`src/brg_pkg.sv`:
```
package brg_pkg;
  localparam int unsigned NUM_CH = 2;
  localparam int unsigned CLK_HZ = 25000000;
  // per channel: divisor at base, mode at base+4; channel stride 0x10
  localparam logic [11:0] CH_STRIDE        = 12'h010;
  localparam logic [11:0] OFF_DIVISOR      = 12'h000;
  localparam logic [11:0] OFF_MODE         = 12'h004;
  localparam logic [11:0] OFF_STATUS       = 12'h008;
  localparam logic [7:0]  DIVISOR_RESET    = 8'hff;
  localparam logic [1:0]  PRESCALE_RESET   = 2'h0;
  localparam int unsigned PRESCALE_LO_BIT  = 0;
  localparam int unsigned PRESCALE_HI_BIT  = 1;
  localparam int unsigned BIT_SUBSTEPS     = 16;
  localparam int unsigned PRESCALE_W       = 7;

  typedef struct packed {
    logic [11:0] paddr;
    logic        psel;
    logic        penable;
    logic        pwrite;
    logic [31:0] pwdata;
  } brg_apb_req_t;

  typedef struct packed {
    logic [31:0] prdata;
    logic        pready;
    logic        pslverr;
  } brg_apb_rsp_t;
endpackage

```
`src/brg_channel.sv`:
```
`timescale 1ns/1ps
module brg_channel
  import brg_pkg::*;
(
  input  wire logic       pclk,
  input  wire logic       presetn,
  input  wire logic       standby,
  input  wire logic [7:0] divisor,
  input  wire logic [1:0] prescale_sel,
  output logic            clk16_en,
  output logic            bit_en
);
  typedef struct packed {
    logic [PRESCALE_W-1:0] pre;
    logic [7:0]            cnt;
    logic [3:0]            sub;
    logic                  clk16;
    logic                  bit_tick;
  } brg_ch_state_t;

  brg_ch_state_t st_q;
  brg_ch_state_t st_d;
  logic          pre_tick;

  // source tick every 2*4^n system clocks; the counter wraps at 128 so every tap is exact
  always_comb begin
    case (prescale_sel)
      2'h0:    pre_tick = st_q.pre[0] == 1'b1;
      2'h1:    pre_tick = st_q.pre[2:0] == 3'h7;
      2'h2:    pre_tick = st_q.pre[4:0] == 5'h1f;
      default: pre_tick = st_q.pre[6:0] == 7'h7f;
    endcase
  end

  always_comb begin
    st_d          = st_q;
    st_d.clk16    = 1'b0;
    st_d.bit_tick = 1'b0;
    st_d.pre      = st_q.pre + PRESCALE_W'(1);
    if (pre_tick) begin
      if (st_q.cnt >= divisor) begin
        st_d.cnt   = 8'h00;
        st_d.clk16 = 1'b1;
        st_d.sub   = st_q.sub + 4'h1;
        if (st_q.sub == 4'hf) begin
          st_d.bit_tick = 1'b1;
        end
      end else begin
        st_d.cnt = st_q.cnt + 8'h01;
      end
    end
    if (standby) begin
      st_d = '0;
    end
  end

  always_ff @(posedge pclk or negedge presetn) begin
    if (!presetn) begin
      st_q <= '0;
    end else begin
      st_q <= st_d;
    end
  end

  assign clk16_en = st_q.clk16;
  assign bit_en   = st_q.bit_tick;
endmodule

```
`src/brg_top.sv`:
```
`timescale 1ns/1ps
module brg_top
  import brg_pkg::*;
(
  input  wire logic                 pclk,
  input  wire logic                 presetn,
  input  wire logic                 standby,
  input  wire brg_pkg::brg_apb_req_t apb_req,
  output brg_pkg::brg_apb_rsp_t     apb_rsp,
  output logic [NUM_CH-1:0]         clk16_en,
  output logic [NUM_CH-1:0]         bit_en
);
  import brg_pkg::*;

  typedef struct packed {
    logic [NUM_CH-1:0][7:0] divisor;
    logic [NUM_CH-1:0][1:0] prescale;
    logic [NUM_CH-1:0]      bit_seen;
    logic [31:0]            rdata;
    logic                   err;
  } brg_top_state_t;

  brg_top_state_t st_q;
  brg_top_state_t st_d;
  logic           access;
  logic           wr;
  logic           rd;
  logic           hit_div;
  logic           hit_mode;
  logic           hit_stat;
  logic [11:0]    local_off;
  logic [3:0]     ch_idx;

  assign access    = apb_req.psel && apb_req.penable;
  assign wr        = access && apb_req.pwrite;
  assign rd        = access && !apb_req.pwrite;
  assign ch_idx    = apb_req.paddr[7:4];
  assign local_off = apb_req.paddr & (CH_STRIDE - 12'h001);

  always_comb begin
    hit_div  = 1'b0;
    hit_mode = 1'b0;
    hit_stat = 1'b0;
    if (apb_req.paddr[11:8] != 4'h0 || ch_idx >= 4'(NUM_CH)) begin
      hit_div = 1'b0;
    end else if (local_off == OFF_DIVISOR) begin
      hit_div = 1'b1;
    end else if (local_off == OFF_MODE) begin
      hit_mode = 1'b1;
    end else if (local_off == OFF_STATUS) begin
      hit_stat = 1'b1;
    end
  end

  always_comb begin
    st_d       = st_q;
    st_d.err   = 1'b0;
    for (int i = 0; i < NUM_CH; i++) begin
      if (bit_en[i]) begin
        st_d.bit_seen[i] = 1'b1;
      end
    end
    if (access) begin
      st_d.err = !(hit_div || hit_mode || hit_stat);
    end
    // no busy gating: writes land mid-character by design
    if (wr && hit_div) begin
      st_d.divisor[ch_idx[0]] = apb_req.pwdata[7:0];
    end
    if (wr && hit_mode) begin
      st_d.prescale[ch_idx[0]] = {apb_req.pwdata[PRESCALE_HI_BIT],
                                  apb_req.pwdata[PRESCALE_LO_BIT]};
    end
    if (rd) begin
      st_d.rdata = 32'h0000_0000;
      if (hit_div) begin
        st_d.rdata = {24'h00_0000, st_q.divisor[ch_idx[0]]};
      end else if (hit_mode) begin
        st_d.rdata = {30'h0000_0000, st_q.prescale[ch_idx[0]]};
      end else if (hit_stat) begin
        st_d.rdata = {31'h0000_0000, st_q.bit_seen[ch_idx[0]]};
        // read clears, but a tick in the same cycle stays set
        st_d.bit_seen[ch_idx[0]] = bit_en[ch_idx[0]];
      end
    end
    if (standby) begin
      for (int i = 0; i < NUM_CH; i++) begin
        st_d.divisor[i] = DIVISOR_RESET;
      end
    end
  end

  always_ff @(posedge pclk or negedge presetn) begin
    if (!presetn) begin
      st_q          <= '0;
      st_q.divisor  <= {NUM_CH{DIVISOR_RESET}};
      st_q.prescale <= {NUM_CH{PRESCALE_RESET}};
    end else begin
      st_q <= st_d;
    end
  end

  // two-cycle access phase; read data registered in setup-to-access edge
  // is avoided: data sampled the edge after, so add one wait state
  logic wait_q;
  always_ff @(posedge pclk or negedge presetn) begin
    if (!presetn) begin
      wait_q <= 1'b0;
    end else begin
      wait_q <= access && !wait_q;
    end
  end

  assign apb_rsp.pready  = wait_q;
  assign apb_rsp.prdata  = st_q.rdata;
  assign apb_rsp.pslverr = wait_q && st_q.err;

  genvar g;
  generate
    for (g = 0; g < NUM_CH; g++) begin : g_ch
      brg_channel u_ch (
        .pclk         (pclk),
        .presetn      (presetn),
        .standby      (standby),
        .divisor      (st_q.divisor[g]),
        .prescale_sel (st_q.prescale[g]),
        .clk16_en     (clk16_en[g]),
        .bit_en       (bit_en[g])
      );
    end
  endgenerate
endmodule

```
`config.mk`:
```
export PLATFORM = sky130hd
export DESIGN_NAME = brg_top
export DESIGN_NICKNAME = d
export VERILOG_FILES = /design/src/brg_pkg.sv /design/src/brg_channel.sv /design/src/brg_top.sv
export SDC_FILE = /design/constraint.sdc
export NUM_CORES = 1
export LEC_CHECK = 0
export ABC_CLOCK_PERIOD_IN_PS = 6500
export BUFFER_PORTS_ARGS = -buffer_cell sky130_fd_sc_hd__buf_2
export CAP_MARGIN = 25
export CELL_PAD_IN_SITES_DETAIL_PLACEMENT = 1
export CELL_PAD_IN_SITES_GLOBAL_PLACEMENT = 1
export CORE_ASPECT_RATIO = 0.8
export CORE_MARGIN = 10
export CORE_UTILIZATION = 45
export CTS_CLUSTER_SIZE = 10
export DETAILED_ROUTE_END_ITERATION = 7
export GPL_TIMING_DRIVEN = 0
export PLACE_DENSITY_LB_ADDON = 0.1
export SLEW_MARGIN = 30
export SYNTH_ARGS = -nofsm -noshare
export SYNTH_HDL_FRONTEND = slang
export SYNTH_SLANG_ARGS = --single-unit
```
`constraint.sdc`:
```
create_clock -name pclk -period 6.5 [get_ports pclk]
set_input_delay 0.325 -clock pclk [delete_from_list [all_inputs] [get_ports pclk]]
set_output_delay 0.325 -clock pclk [all_outputs]
set_load 0.05 [all_outputs]
```
==> impl_metrics.toml <==
[cts]
path_clk_slew_ns = 0.06
cts.sinks = 74
cts-root-buf = "clkbuf_16"
clock_latency_ns = 0.34
cts_buffers = 9
post_cts_buffers = 0
clockBufferDepth = 2
postCtsHoldBufs = 1
post_cts_resized = 0
cts_tree = "built"
h-tree-depth = 3

[setup_path]
slowest_stage = "dfstp_2"
crit_type = "flop to flop"
rr_worst_depth = 8
arrival_ns = 2.75
r2r_setup_slack_ns = 3.99
r2r_start = "st_q[49]"
required_ns = 6.74
r2r_end = "g_ch[1].u_ch.st_q[8]"
end_kind = "flop"
cp.depth = 8
cp_max_fo = 10
cp_cell_sequence = "inv_1, ha_1, a211oi_1, o21ai_0, a21oi_1, buf_4, nand3b_1, a31oi_1"
worstPathBufferInverterCount = 2
slowest_delay_ns = 0.56
cpLargestDelayFamily = "compound AO/OA/AOI/OAI gates"
cp-start-kind = "flop"

[detailed_routing]
vias_per_cell = 5.33
drt_first_pass_iters = 4
drtAntennaViolNets = 0
vias = 3420
drt_iter0_markers = 217
wl_mm = 11.0
wl_per_cell_um = 17.1
drc_errors = 0

[die]
io_pins = 88
die_w_um = 130
die_y_um = 108
core_um2 = 9190
dieArea_um2 = 13900
start_util_pct = 47.0
rows = 31

[sta]
setup-tns-final_ns = 0
rsz0062_at_grt = "false"
max_slew_margin_pct = 58.0
period_share_pct = 38.6
setup_violations = 0
tightest_slew_ns = 0.630
skew_ns = 0.00469
drv_slew = 0
fmax_mhz = 399
period_needed_ns = 2.51
finalHoldViolCount = 0

[finish]
finalCoreUtilization_pct = 54.9
nets = 598
stdcell_area_um2 = 5050
area_delta_synth_final_pct = 16.9
n_antenna_cell = 0
drive_gt1_share_pct = 25.6

[placement]
placed_cell_area_um2 = 4760
dpl.hpwl_mm = 8.40
gp_congestion = 0.786
portBuffers = 37

[synth]
async_flop_share_pct = 100
synth_edf_count = 0
yosysSeqAreaShare_pct = 43.3
ys_ff_latch = 74
synth_area_per_cell_um2 = 9.62
synth_cell_types = 47
netlist_area_um2 = 4320
syn_inst = 449
yosys_warnings = 0
synth-main-ff-cell = "dfrtp_1"

[worst_hold_path]
hold_depth = 2
hold_path.class = "input pin to flop"
min_from = "apb_req[38]"
whs_endpoint = "apb_rsp[3]"

[run_status]
status = "finished, final reports clean"

[global_routing]
grt_max_degree = 40
grt_pass1_wl_mm = 18.3
track_usage_pct = 16.3
grt_pass1_vias = 3615
antenna_found_initial = 0
grt_overflow = 0

[power_and_ir_drop]
leakagePower_nw = 2.58
p_per_area_nw_per_um2 = 208
max-vdd-ir-drop_v = 0.000196

[run]
maxCapViolCount = 0
area by class of cell:
type,instances,area [um2]
sequential,74,1870
multi-input combinational,323,2100
clock inverter,6,42.5
timing repair buffer,39,218
fill,1097,4150
tap,115,144
buffer,56,365
inverter,19,71.3
clock buffer,10,239
through the flow:
stage	hold WS, ns	instances	total power [mW]	setup WS (ns)
6_report	0.257	642	1.05	3.99
3_3_place_gp	0.434	624	0.587	4.18
3_5_place_dp	0.331	625	0.590	4.03
4_1_cts	0.248	642	1.06	3.99
5_1_grt	0.267	642	1.09	3.72
2_1_floorplan	0.0294	472	0.556	4.42
sequential cells by signal, summed over array words and instances (netlist names):
register            flops
wait_q                  1
g_ch.u_ch.clk16_en      2
st_q                   23
apb_rsp                 8
g_ch.u_ch.st_q         38
g_ch.u_ch.bit_en        2
report_power, final:
group / internal, mW / switching [mW]
clock: 0.268 / 0.199
sequential: 0.467 / 0.00570
combinational: 0.0327 / 0.0782
total: 0.768 / 0.283
Yosys cell counts, types with 3 or more instances:
master / count / area [um2]
nand3_1: 32 / 160
nand3b_1: 4 / 30.0
dfstp_2: 16 / 420
a211o_1: 3 / 26.3
or2_2: 3 / 18.8
nand2_2: 5 / 31.3
o211ai_1: 6 / 45.0
nand4b_1: 4 / 35.0
mux2_2: 6 / 67.6
nor2_1: 30 / 113
nand2b_1: 3 / 18.8
nor3_1: 14 / 70.1
buf_4: 38 / 285
ha_1: 26 / 325
and3_1: 5 / 31.3
or4_1: 6 / 45.0
or3_1: 7 / 43.8
a21o_1: 4 / 30.0
inv_1: 19 / 71.3
xor2_1: 3 / 26.3
a31oi_1: 10 / 62.6
nand2_1: 32 / 120
mux2i_1: 17 / 170
buf_2: 4 / 20.0
clkbuf_1: 12 / 45.0
a21oi_1: 29 / 145
nor2b_1: 11 / 68.8
o31ai_1: 3 / 22.5
dfrtp_1: 58 / 1450
and2_1: 3 / 18.8
o21ai_0: 17 / 85.1
kinds of logic after synthesis:
group | share of synthesized area [%]
buffers and inverters | 10.1
other | 0.0868
and+or+nand+nor | 20.7
adders and majority gates | 7.53
muxes | 6.03
DFF | 43.3
AOI/OAI and AO/OA | 11.6
xor gates and xnor gates | 0.609
placed cells by master, fill, tap and decap left out, types with 19 or more instances in the layout:
cell	count
a21oi_1	29
buf_2	40
buf_4	39
conb_1	24
dfrtp_1	58
ha_1	26
inv_1	19
nand2_1	32
nand3_1	32
nor2_1	30
worst max path at each step:
stage	start	endpoint	slack, ns
2_1_floorplan	st_q[49]	g_ch[1].u_ch.st_q[10]	4.42
3_3_place_gp	st_q[49]	g_ch[1].u_ch.st_q[12]	4.18
3_5_place_dp	st_q[49]	g_ch[1].u_ch.st_q[8]	4.03
4_1_cts	st_q[49]	g_ch[1].u_ch.st_q[8]	3.99
5_1_grt	st_q[49]	g_ch[1].u_ch.st_q[8]	3.72
6_report	st_q[49]	g_ch[1].u_ch.st_q[8]	3.99
per-layer routing:
| metal | vias up | GRT usage [%] | routed length, um |
|---|---|---|---|
| met3 | 9 | 5.61 | 696 |
| met5 | - | 0 | 0 |
| met2 | 65 | 26.8 | 5250 |
| li1 | 1668 | - | - |
| met1 | 1678 | 20.1 | 4930 |
| met4 | 0 | 4.49 | 108 |
worst register-to-register path, stage by stage, from the launching register on:
cell      delay [ns]
dfstp_2         0.56
inv_1           0.05
ha_1            0.29
a211oi_1        0.22
o21ai_0         0.14
a21oi_1         0.51
buf_4           0.29
nand3b_1        0.12
a31oi_1         0.24
Power figures use the tool's default switching activity.
